<file path="src/rtl/cdp_decode_pkg.sv">
// Package with the constants shared by the coprocessor data operation decoder.
// Assumes a 32-bit instruction word and a 32-bit AHB-Lite register bus.
package cdp_decode_pkg;

  // ==========================================================================
  // Instruction fields.
  // ==========================================================================
  localparam int COND_HI       = 31;
  localparam int COND_LO       = 28;
  localparam int CLASS_HI      = 27;
  localparam int CLASS_LO      = 24;
  localparam int OPC_HI        = 23;
  localparam int OPC_LO        = 20;
  localparam int OPA_HI        = 19;
  localparam int OPA_LO        = 16;
  localparam int DEST_HI       = 15;
  localparam int DEST_LO       = 12;
  localparam int NUM_HI        = 11;
  localparam int NUM_LO        = 8;
  localparam int INFO_HI       = 7;
  localparam int INFO_LO       = 5;
  localparam int XFER_BIT      = 4;
  localparam int OPB_HI        = 3;
  localparam int OPB_LO        = 0;
  localparam logic [3:0] CLASS_COPROC = 4'hE;
  localparam logic [3:0] CLASS_TRAP   = 4'hF;

  // ==========================================================================
  // Trap entry and cycle cost.
  // ==========================================================================
  localparam logic [31:0] SWTRAP_VECTOR = 32'h0000_0008;
  localparam logic [31:0] UNDEF_VECTOR  = 32'h0000_0004;
  localparam logic [4:0]  MODE_SVC      = 5'h13;
  localparam logic [4:0]  MODE_UND      = 5'h1B;
  localparam int          SEQ_CYCLES    = 1;

  // ==========================================================================
  // Register map, byte addresses.
  // ==========================================================================
  localparam logic [7:0] REG_INSTR    = 8'h00;
  localparam logic [7:0] REG_STATUS   = 8'h04;
  localparam logic [7:0] REG_CTRL     = 8'h08;
  localparam logic [7:0] REG_FIELDS   = 8'h0C;
  localparam logic [7:0] REG_RESULT   = 8'h10;
  localparam logic [7:0] REG_IRQ_STAT = 8'h14;
  localparam logic [7:0] REG_IRQ_MASK = 8'h18;
  localparam logic [7:0] REG_CYCLES   = 8'h1C;
  localparam logic [31:0] CSR_RESET   = 32'h0000_00D3;

  // Event bits in the interrupt status and mask registers.
  localparam int EV_CDP   = 0;
  localparam int EV_UNDEF = 1;
  localparam int EV_SWI   = 2;
  localparam int EV_SKIP  = 3;
  localparam int EV_W     = 4;

endpackage

</file>
<file path="src/rtl/coproc_data_op_decode.sv">
// Coprocessor data operation and software trap decoder with an AHB-Lite slave.
// Assumes a single master; software writes an instruction word, the block decides.
// Functional notes
// - Execute only when the condition field passes the current flags; else no effect.
// - Bits 27:24 equal 1110 mark a coprocessor operation; opcode in bits 23:20.
// - Operand A in 19:16, destination in 15:12, operand B in 3:0.
// - Bits 11:8 name the target coprocessor, 0 to 15.
// - Core looks only at bit 4 and bits 31:24; rest passes through.
// - Core gets no result and never waits for completion.
// - Cost is one sequential cycle plus one per busy-wait cycle.
// - No coprocessor exists, so every coprocessor instruction takes undefined trap.
// - The software trap comment field never affects execution.
// - Software trap enters supervisor, PC to 0x08, saves status register.
//
// Decided for this implementation: the placing of the registers and the AHB-Lite slave port.
`timescale 1ns/1ps
module coproc_data_op_decode
(
  input  wire logic        hclk,
  input  wire logic        hresetn,
  input  wire logic        clk_en,
  input  wire logic        hsel,
  input  wire logic [31:0] haddr,
  input  wire logic [1:0]  htrans,
  input  wire logic        hwrite,
  input  wire logic [2:0]  hsize,
  input  wire logic [31:0] hwdata,
  input  wire logic        hready,
  output logic [31:0]      hrdata,
  output logic             hreadyout,
  output logic             hresp,
  output logic             irq,
  output logic             undef_trap,
  output logic             sw_trap
);

  // Width of the event status and mask words, declared before its first use.
  localparam int EV_W_L = cdp_decode_pkg::EV_W;

  // ==========================================================================
  // Register state.
  // ==========================================================================
  logic [31:0] instr_ff,     nxt_instr;
  logic [31:0] csr_ff,       nxt_csr;      // Current status register.
  logic [31:0] saved_ff,     nxt_saved;    // Supervisor or undefined saved status.
  logic [31:0] pc_ff,        nxt_pc;
  logic [3:0]  busy_ff,      nxt_busy;     // Busy-wait cycles to charge.
  logic [15:0] cycles_ff,    nxt_cycles;
  logic [EV_W_L-1:0] ev_ff,  nxt_ev;
  logic [EV_W_L-1:0] mask_ff, nxt_mask;
  logic [31:0] hrdata_ff,    nxt_hrdata;
  logic        irq_ff,       nxt_irq;
  logic        und_ff,       nxt_und;
  logic        swi_ff,       nxt_swi;
  logic        pend_ff,      nxt_pend;     // Instruction waiting for decode.
  logic        wr_ph_ff,     nxt_wr_ph;
  logic        rd_ph_ff,     nxt_rd_ph;
  logic [7:0]  addr_ff,      nxt_addr;

  // ==========================================================================
  // Decode of the held instruction word.
  // ==========================================================================
  logic cond_ok;
  logic is_coproc_class;
  logic is_cdp;
  logic is_trap;
  logic [3:0] cls;

  cond_check u_cond
  (
    .cond  (instr_ff[cdp_decode_pkg::COND_HI:cdp_decode_pkg::COND_LO]),
    .flags (csr_ff[31:28]),
    .pass  (cond_ok)
  );

  // Only bits 31:24 and bit 4 steer the core; the others are merely reported.
  assign cls = instr_ff[cdp_decode_pkg::CLASS_HI:cdp_decode_pkg::CLASS_LO];
  assign is_coproc_class = (cls == cdp_decode_pkg::CLASS_COPROC);
  assign is_cdp  = is_coproc_class && !instr_ff[cdp_decode_pkg::XFER_BIT];
  assign is_trap = (cls == cdp_decode_pkg::CLASS_TRAP);

  // ==========================================================================
  // Bus address phase capture.
  // ==========================================================================
  logic acc;
  assign acc = hsel && hready && htrans[1];

  always_comb
  begin
    nxt_wr_ph = acc && hwrite;
    nxt_rd_ph = acc && !hwrite;
    nxt_addr  = acc ? haddr[7:0] : addr_ff;
  end

  // Read data; the fields word shows opcode, operands, destination and number for a debugger.
  always_comb
  begin
    nxt_hrdata = 32'h0000_0000;
    if (acc && !hwrite)
    begin
      unique case (haddr[7:0])
        cdp_decode_pkg::REG_INSTR:    nxt_hrdata = instr_ff;
        cdp_decode_pkg::REG_STATUS:   nxt_hrdata = csr_ff;
        cdp_decode_pkg::REG_CTRL:     nxt_hrdata = {28'h0000000, busy_ff};
        cdp_decode_pkg::REG_FIELDS:   nxt_hrdata = {12'h000,
          instr_ff[cdp_decode_pkg::OPC_HI:cdp_decode_pkg::OPC_LO],
          instr_ff[cdp_decode_pkg::OPA_HI:cdp_decode_pkg::OPA_LO],
          instr_ff[cdp_decode_pkg::DEST_HI:cdp_decode_pkg::DEST_LO],
          instr_ff[cdp_decode_pkg::NUM_HI:cdp_decode_pkg::NUM_LO],
          instr_ff[cdp_decode_pkg::OPB_HI:cdp_decode_pkg::OPB_LO]};
        cdp_decode_pkg::REG_RESULT:   nxt_hrdata = pc_ff;
        cdp_decode_pkg::REG_IRQ_STAT: nxt_hrdata = {27'h0000000, ev_ff};
        cdp_decode_pkg::REG_IRQ_MASK: nxt_hrdata = {27'h0000000, mask_ff};
        cdp_decode_pkg::REG_CYCLES:   nxt_hrdata = {16'h0000, cycles_ff};
        default:                      nxt_hrdata = saved_ff;
      endcase
    end
  end

  // ==========================================================================
  // Execution and register writes. A write of the instruction word arms one
  // decode in the next cycle, so the bus never stalls: the core does not wait.
  // ==========================================================================
  logic [EV_W_L-1:0] ev_set;

  always_comb
  begin
    nxt_instr  = instr_ff;
    nxt_csr    = csr_ff;
    nxt_saved  = saved_ff;
    nxt_pc     = pc_ff;
    nxt_busy   = busy_ff;
    nxt_cycles = cycles_ff;
    nxt_mask   = mask_ff;
    nxt_pend   = 1'b0;
    nxt_und    = 1'b0;
    nxt_swi    = 1'b0;
    ev_set     = '0;
    if (pend_ff)
    begin
      if (!cond_ok)
        ev_set[cdp_decode_pkg::EV_SKIP] = 1'b1;
      else if (is_coproc_class)
      begin
        // No coprocessor is fitted, so the handler emulates it; no result returns.
        nxt_und   = 1'b1;
        nxt_saved = csr_ff;
        nxt_csr   = {csr_ff[31:5], cdp_decode_pkg::MODE_UND};
        nxt_pc    = cdp_decode_pkg::UNDEF_VECTOR;
        ev_set[cdp_decode_pkg::EV_UNDEF] = 1'b1;
        ev_set[cdp_decode_pkg::EV_CDP]   = is_cdp;
        nxt_cycles = 16'(cdp_decode_pkg::SEQ_CYCLES) + 16'(busy_ff);
      end
      else if (is_trap)
      begin
        nxt_swi   = 1'b1;
        nxt_saved = csr_ff;
        nxt_csr   = {csr_ff[31:5], cdp_decode_pkg::MODE_SVC};
        nxt_pc    = cdp_decode_pkg::SWTRAP_VECTOR;
        ev_set[cdp_decode_pkg::EV_SWI] = 1'b1;
      end
    end
    if (wr_ph_ff)
    begin
      unique case (addr_ff)
        cdp_decode_pkg::REG_INSTR:
        begin
          nxt_instr = hwdata;
          nxt_pend  = 1'b1;
        end
        cdp_decode_pkg::REG_STATUS:   nxt_csr  = hwdata;
        cdp_decode_pkg::REG_CTRL:     nxt_busy = hwdata[3:0];
        cdp_decode_pkg::REG_IRQ_MASK: nxt_mask = hwdata[EV_W_L-1:0];
        default:                      nxt_pend = 1'b0;
      endcase
    end
    // A read clears the status, but a new event in the same cycle survives.
    nxt_ev = ((rd_ph_ff && addr_ff == cdp_decode_pkg::REG_IRQ_STAT) ? '0 : ev_ff) | ev_set;
    nxt_irq = |(nxt_ev & nxt_mask);
  end

  // ==========================================================================
  // Registers; clock enable freezes everything.
  // ==========================================================================
  always_ff @(posedge hclk or negedge hresetn)
  begin
    if (!hresetn)
    begin
      instr_ff  <= 32'h0000_0000;
      csr_ff    <= cdp_decode_pkg::CSR_RESET;
      saved_ff  <= 32'h0000_0000;
      pc_ff     <= 32'h0000_0000;
      busy_ff   <= 4'h0;
      cycles_ff <= 16'h0000;
      ev_ff     <= '0;
      mask_ff   <= '0;
      hrdata_ff <= 32'h0000_0000;
      irq_ff    <= 1'b0;
      und_ff    <= 1'b0;
      swi_ff    <= 1'b0;
      pend_ff   <= 1'b0;
      wr_ph_ff  <= 1'b0;
      rd_ph_ff  <= 1'b0;
      addr_ff   <= 8'h00;
    end
    else if (clk_en)
    begin
      instr_ff  <= nxt_instr;
      csr_ff    <= nxt_csr;
      saved_ff  <= nxt_saved;
      pc_ff     <= nxt_pc;
      busy_ff   <= nxt_busy;
      cycles_ff <= nxt_cycles;
      ev_ff     <= nxt_ev;
      mask_ff   <= nxt_mask;
      hrdata_ff <= nxt_hrdata;
      irq_ff    <= nxt_irq;
      und_ff    <= nxt_und;
      swi_ff    <= nxt_swi;
      pend_ff   <= nxt_pend;
      wr_ph_ff  <= nxt_wr_ph;
      rd_ph_ff  <= nxt_rd_ph;
      addr_ff   <= nxt_addr;
    end
  end

  // Zero wait states and always OKAY.
  assign hrdata     = hrdata_ff;
  assign hreadyout  = 1'b1;
  assign hresp      = 1'b0;
  assign irq        = irq_ff;
  assign undef_trap = und_ff;
  assign sw_trap    = swi_ff;

  // ==========================================================================
  // Assertions.
  // ==========================================================================
  skip_no_trap_a: assert property (@(posedge hclk) disable iff (!hresetn)
    clk_en && pend_ff && !cond_ok |=> !und_ff && !swi_ff)
    else $error("Failed condition still trapped.");
  coproc_undef_a: assert property (@(posedge hclk) disable iff (!hresetn)
    clk_en && pend_ff && cond_ok && is_coproc_class |=> und_ff && pc_ff == 32'h0000_0004)
    else $error("Coprocessor instruction missed undefined trap.");
  swi_vector_a: assert property (@(posedge hclk) disable iff (!hresetn)
    clk_en && pend_ff && cond_ok && is_trap |=> swi_ff && pc_ff == 32'h0000_0008
      && csr_ff[4:0] == 5'h13 && saved_ff == $past(csr_ff))
    else $error("Software trap entry wrong.");
  comment_ignored_a: assert property (@(posedge hclk) disable iff (!hresetn)
    swi_ff |-> $past(instr_ff[27:24]) == 4'hF)
    else $error("Trap raised by wrong class.");
  cdp_bit4_a: assert property (@(posedge hclk) disable iff (!hresetn)
    clk_en && pend_ff && cond_ok && is_coproc_class && instr_ff[4] |=> !ev_ff[0])
    else $error("Transfer counted as data operation.");
  cycle_cost_a: assert property (@(posedge hclk) disable iff (!hresetn)
    clk_en && pend_ff && cond_ok && is_coproc_class |=> cycles_ff == 16'($past(busy_ff)) + 16'h1)
    else $error("Cycle cost wrong.");
  no_wait_a: assert property (@(posedge hclk) disable iff (!hresetn)
    hreadyout && !hresp)
    else $error("Bus stalled.");
  irq_level_a: assert property (@(posedge hclk) disable iff (!hresetn)
    clk_en |=> irq == |(ev_ff & mask_ff))
    else $error("Interrupt level mismatch.");

endmodule

</file>
<file path="src/rtl/cond_check.sv">
// Condition field evaluator against the N, Z, C and V flags.
// Assumes the flags arrive as a stable word in the same clock domain.
`timescale 1ns/1ps
module cond_check
(
  input  wire logic [3:0] cond,
  input  wire logic [3:0] flags,
  output logic            pass
);

  logic n;
  logic z;
  logic c;
  logic v;
  assign n = flags[3];
  assign z = flags[2];
  assign c = flags[1];
  assign v = flags[0];

  // ==========================================================================
  // Condition table; code 4'hF is treated as never.
  // ==========================================================================
  always_comb
  begin
    unique case (cond)
      4'h0: pass = z;
      4'h1: pass = !z;
      4'h2: pass = c;
      4'h3: pass = !c;
      4'h4: pass = n;
      4'h5: pass = !n;
      4'h6: pass = v;
      4'h7: pass = !v;
      4'h8: pass = c && !z;
      4'h9: pass = !c || z;
      4'hA: pass = (n == v);
      4'hB: pass = (n != v);
      4'hC: pass = !z && (n == v);
      4'hD: pass = z || (n != v);
      4'hE: pass = 1'b1;
      4'hF: pass = 1'b0;
    endcase
  end

endmodule

</file>
<file path="config.mk">
export PLATFORM = sky130hd
export DESIGN_NAME = coproc_data_op_decode
export DESIGN_NICKNAME = d
export VERILOG_FILES = /design/src/rtl/cdp_decode_pkg.sv /design/src/rtl/coproc_data_op_decode.sv /design/src/rtl/cond_check.sv
export SDC_FILE = /design/constraint.sdc
export NUM_CORES = 1
export LEC_CHECK = 0
export BUFFER_PORTS_ARGS = -buffer_cell sky130_fd_sc_hd__buf_2
export CAP_MARGIN = 5
export CELL_PAD_IN_SITES_DETAIL_PLACEMENT = 1
export CELL_PAD_IN_SITES_GLOBAL_PLACEMENT = 1
export CORE_ASPECT_RATIO = 0.8
export CORE_MARGIN = 2
export CORE_UTILIZATION = 48
export DETAILED_ROUTE_END_ITERATION = 12
export HOLD_SLACK_MARGIN = 0.05
export PLACE_DENSITY_LB_ADDON = 0.1
export SLEW_MARGIN = 20
export SYNTH_ARGS = -nofsm -noshare
export SYNTH_HDL_FRONTEND = slang
export SYNTH_HIERARCHICAL = 1
export SYNTH_SLANG_ARGS = --single-unit
</file>
<file path="constraint.sdc">
create_clock -name hclk -period 7.6 [get_ports hclk]
set_input_delay 0 -clock hclk [delete_from_list [all_inputs] [get_ports hclk]]
set_output_delay 0 -clock hclk [all_outputs]
set_load 0.02 [all_outputs]
</file>
==> out/qor.log <==
qor: synth.yosysUniqueCellTypes 47
qor: synth.synth-seq-cells 161
qor: power.ir_drop_worst_case_vdd 0.161 mV
qor: global_routing.grt_util_all_layers 0.261
qor: setup_path.timing.critical_path.to cycles_ff[1]$_DFFE_PN0P_
qor: place.finalWeightedCongestion 0.805
qor: clock_tree.clock_sink_total 161
qor: timing.hold_viol 0
qor: drt.post-route-drc-count 0
qor: clock_tree.tritoncts built
qor: synth.netlist_area 0.00709 sq mm
qor: timing.slew_violations 0
qor: clock_tree.htreeDepth 4
qor: setup_path.path_common_cell xor2_1
qor: power.static_power_due_to_leakage 0.00417 uW
qor: die.std_cell_rows 39
qor: timing.rsz0062_at_grt false
qor: timing.min_period_over_period 0.391
qor: setup_path.timing.critical_path.slowest_cell_delay 0.46 ns
qor: die.floorplan.initialDensity 0.494
qor: synth.yosysTopAreaCellShare 0.550
qor: global_routing.antenna_violations_before_repair 0
qor: synth.synth_flop_cell dfrtp_1
qor: final_layout.final.fill_count 1424
qor: setup_path.required 7.91 ns
qor: global_routing.global_route.overflow_total 0
qor: synth.synthMuxAreaShare 0.194
qor: synth.post_synth_main_area_contributors dfrtp_1, mux2_2, o2bb2ai_1
qor: global_routing.grt_max_degree 86
qor: timing.skew 0.00829 ns
qor: synth.post_synth_fa_ha_maj_area_fraction 0.00176
qor: timing.timing.max_slew.rel_slack 0.300
qor: setup_path.worst-endpoint-arrival 3.28 ns
qor: drt.drt-pass1-iter-count 5
qor: synth.dominant_combinational_cell_family_by_area_after_synthesis multiplexers
qor: place.detailedPlacementHpwl 11500 um
qor: setup_path.worst-path-max-fanout 13
qor: synth.synth_xor_xnor_area_share 0.00741
qor: die.fp.dieArea 0.0158 sq mm
qor: setup_path.timing.critical_path.to_type flop
qor: final_layout.register_area 0.00404 sq mm
qor: setup_path.worstSetupStartpointType flop
qor: synth.syn_nets 621
qor: final_layout.layout_common_cells dfrtp_1, mux2_2, buf_2
qor: drt.route.vias.total 5123
qor: final_layout.multi_input_comb_area 0.00286 sq mm
qor: final_layout.insertedDiodeCount 0
qor: setup_path.critical_path.reg2reg.startpoint csr_ff[31]$_DFFE_PN0P_
qor: timing.layout_min_cycle_time 2.97 ns
qor: drt.drt_antenna_net_count 0
qor: synth.synth_simple_gate_area_frac 0.0561
qor: global_routing.grt_first_pass_wirelength 31800 um
qor: run_status.outcome finished clean
qor: clock_tree.cts.path.max_buffers 2
qor: synth.netlist.top_cell.by_area dfrtp_1
qor: place.post-place-ws 4.71 ns
qor: drt.wirelength 19500 um
qor: synth.synth-compound-area-share 0.138
qor: timing.setup_total_negative_slack 0 ns
qor: setup_path.slowest_stage dfrtp_1
qor: die.die_x 140 um
qor: setup_path.worst_r2r_endpoint cycles_ff[1]$_DFFE_PN0P_
qor: die.design.core.area 0.0143 sq mm
qor: synth.synth_enable_flop_cells 0
qor: synth.synthCells 545
qor: setup_path.r2r_setup_slack 4.63 ns
qor: timing.slew_worst_pin 1.04 ns
qor: clock_tree.cts.clk_slew.worst_paths 0.06 ns
qor: timing.setup_viol 0
qor: synth.seq_area_frac_synth 0.569
qor: clock_tree.cts-buffers-inserted 17
qor: drt.drt_iter0_markers 338
qor: global_routing.grt_pass1_vias 5708
qor: clock_tree.insertion_delay 0.43 ns
qor: setup_path.timing.setup.critical_path_class flop to flop
qor: setup_path.crit_path_cell_trace xor2_1 > xor2_1 > a2111oi_1 > a311oi_1 > o22ai_1 > nand4_1 > nor3_1 > nand2_1 > mux2_2
qor: final_layout.final_net_count 731
qor: worst_hold_path.tightest_hold_check_type input pin to flop
qor: final_layout.layout-drive-gt1-share 0.358
qor: timing.final.setup.worst_slack 4.63 ns
qor: die.ioPinCount 112
qor: drt.wl_per_cell 22.9 um
qor: final_layout.area.growth.synth_to_final 22.6%
qor: timing.max_clock_freq 0.337 GHz
qor: die.fp.dieH 113 um
qor: power.power_per_cell_area 227 mW/mm^2
qor: setup_path.worstSetupStartpoint csr_ff[31]$_DFFE_PN0P_
qor: clock_tree.clock_tree.root_cell clkbuf_16
qor: setup_path.timing.reg2reg.worst_path_depth 9
qor: final_layout.mostFrequentLayoutCell dfrtp_1
qor: synth.synth.yosys.warnings 6
qor: run.max_cap_violations 0
qor: synth.asyncSetResetFlopFracSynth 1.00
qor: drt.vias_per_cell 6.01
qor: clock_tree.postcts_resize_cnt 0
qor: place.portBuffers 81
qor: synth.synthesis.area_per_instance 13.0 sq um
[synth_stat cells, types with 2 or more instances]
| cell | n |
|---|---|
| nor2_1 | 13 |
| xor2_1 | 4 |
| nor3_1 | 3 |
| inv_1 | 15 |
| nor2b_1 | 2 |
| a211oi_1 | 4 |
| o2bb2ai_1 | 30 |
| clkbuf_1 | 30 |
| dfstp_2 | 5 |
| mux2_2 | 102 |
| o22a_1 | 3 |
| buf_2 | 4 |
| a222oi_1 | 12 |
| dfrtp_1 | 156 |
| nor4b_1 | 3 |
| nand3_1 | 9 |
| nand2b_1 | 2 |
| nor4_1 | 3 |
| a22o_1 | 16 |
| a221oi_1 | 16 |
| mux2i_1 | 16 |
| a21oi_1 | 10 |
| conb_1 | 2 |
| buf_4 | 5 |
| o21ai_0 | 18 |
| mux4_2 | 3 |
| xnor2_1 | 2 |
| a31oi_1 | 4 |
| o32ai_1 | 3 |
| o211ai_1 | 3 |
| nand4_1 | 6 |
| nand2_1 | 25 |
| o22ai_1 | 2 |
[timing repair]
| action | in CTS | in global routing |
|---|---|---|
| hold buffers | 40 | 0 |
| buffers inserted | 0 | 0 |
| hold endpoints to repair | 161 | 0 |
[stage by stage]
step	hold slack (ns)	cell area, sq um	power [uW]	std cells	util
5_1_grt	0.173	8700	2040	852	0.606
4_1_cts	0.144	8690	1990	852	0.606
6_report	0.174	8700	1970	852	0.606
2_1_floorplan	-0.296	7090	997	545	-
3_5_place_dp	0.125	7660	1060	780	0.534
3_3_place_gp	0.110	7660	1050	780	0.534
[final cells by class]
class | count | area share
clock inverter | 11 | 0.0176
tap | 184 | 0.0265
timing repair buffer | 130 | 0.101
multi-input combinational | 329 | 0.329
inverter | 16 | 0.00691
clock buffer | 21 | 0.0552
sequential | 161 | 0.464
[power breakdown]
part / leakage (uW) / total (uW) / internal (uW) / switching (uW)
sequential: 0.00220 / 926 / 892 / 34.8
clock: 0.000302 / 913 / 554 / 359
combinational: 0.00167 / 135 / 64.0 / 70.6
total: 0.00417 / 1970 / 1510 / 465
[logic make-up (layout without fill, tap and decap cells)]
logic type | after synthesis | count (layout)
AOI/OAI and AO/OA | 125 | 125
xor gates and xnor gates | 6 | 6
adders and majority gates | 1 | 1
and+or+nand+nor | 74 | 74
other | 2 | 2
buffers and inverters | 55 | 178
muxes | 121 | 121
DFF | 161 | 161
[how the worst min path moves through the flow]
stage                                         end  cells after the start  slack (ns)     start
after CTS                  addr_ff[3]$_DFFE_PN0P_                      2        0.14  haddr[3]
final                      addr_ff[3]$_DFFE_PN0P_                      2        0.17  haddr[3]
after detailed placement  instr_ff[1]$_DFFE_PN0P_                      1        0.13   hresetn
after floorplan            addr_ff[0]$_DFFE_PN0P_                      0       -0.30   hresetn
after global placement    instr_ff[1]$_DFFE_PN0P_                      1        0.11   hresetn
after global routing       addr_ff[3]$_DFFE_PN0P_                      2        0.17  haddr[3]
[critical path, delay by kind of cell, from the launching register on]
kind / cells / cell delay [ns]
flip-flops: 1 / 0.46
AND/OR/NAND/NOR: 3 / 0.84
multiplexers: 1 / 0.38
AO/OA/AOI/OAI: 3 / 0.72
XOR/XNOR: 2 / 0.44
[layer usage]
layer  GRT usage  share of wire
met5           0              0
met4      0.0840          0.013
met3      0.0512          0.042
met2       0.423           0.49
met1       0.358           0.45
[registers in the layout (all words and copies together) (netlist names)]
| signal | flops |
|---|---|
| csr_ff | 32 |
| hrdata | 32 |
| instr_ff | 32 |
| saved_ff | 32 |
| addr_ff | 8 |
| cycles_ff | 5 |
| busy_ff | 4 |
| ev_ff | 4 |
| mask_ff | 4 |
| pc_ff | 2 |
| irq | 1 |
| pend_ff | 1 |
| rd_ph_ff | 1 |
| sw_trap | 1 |
| undef_trap | 1 |
| wr_ph_ff | 1 |
(Power assumes the default switching activity.)
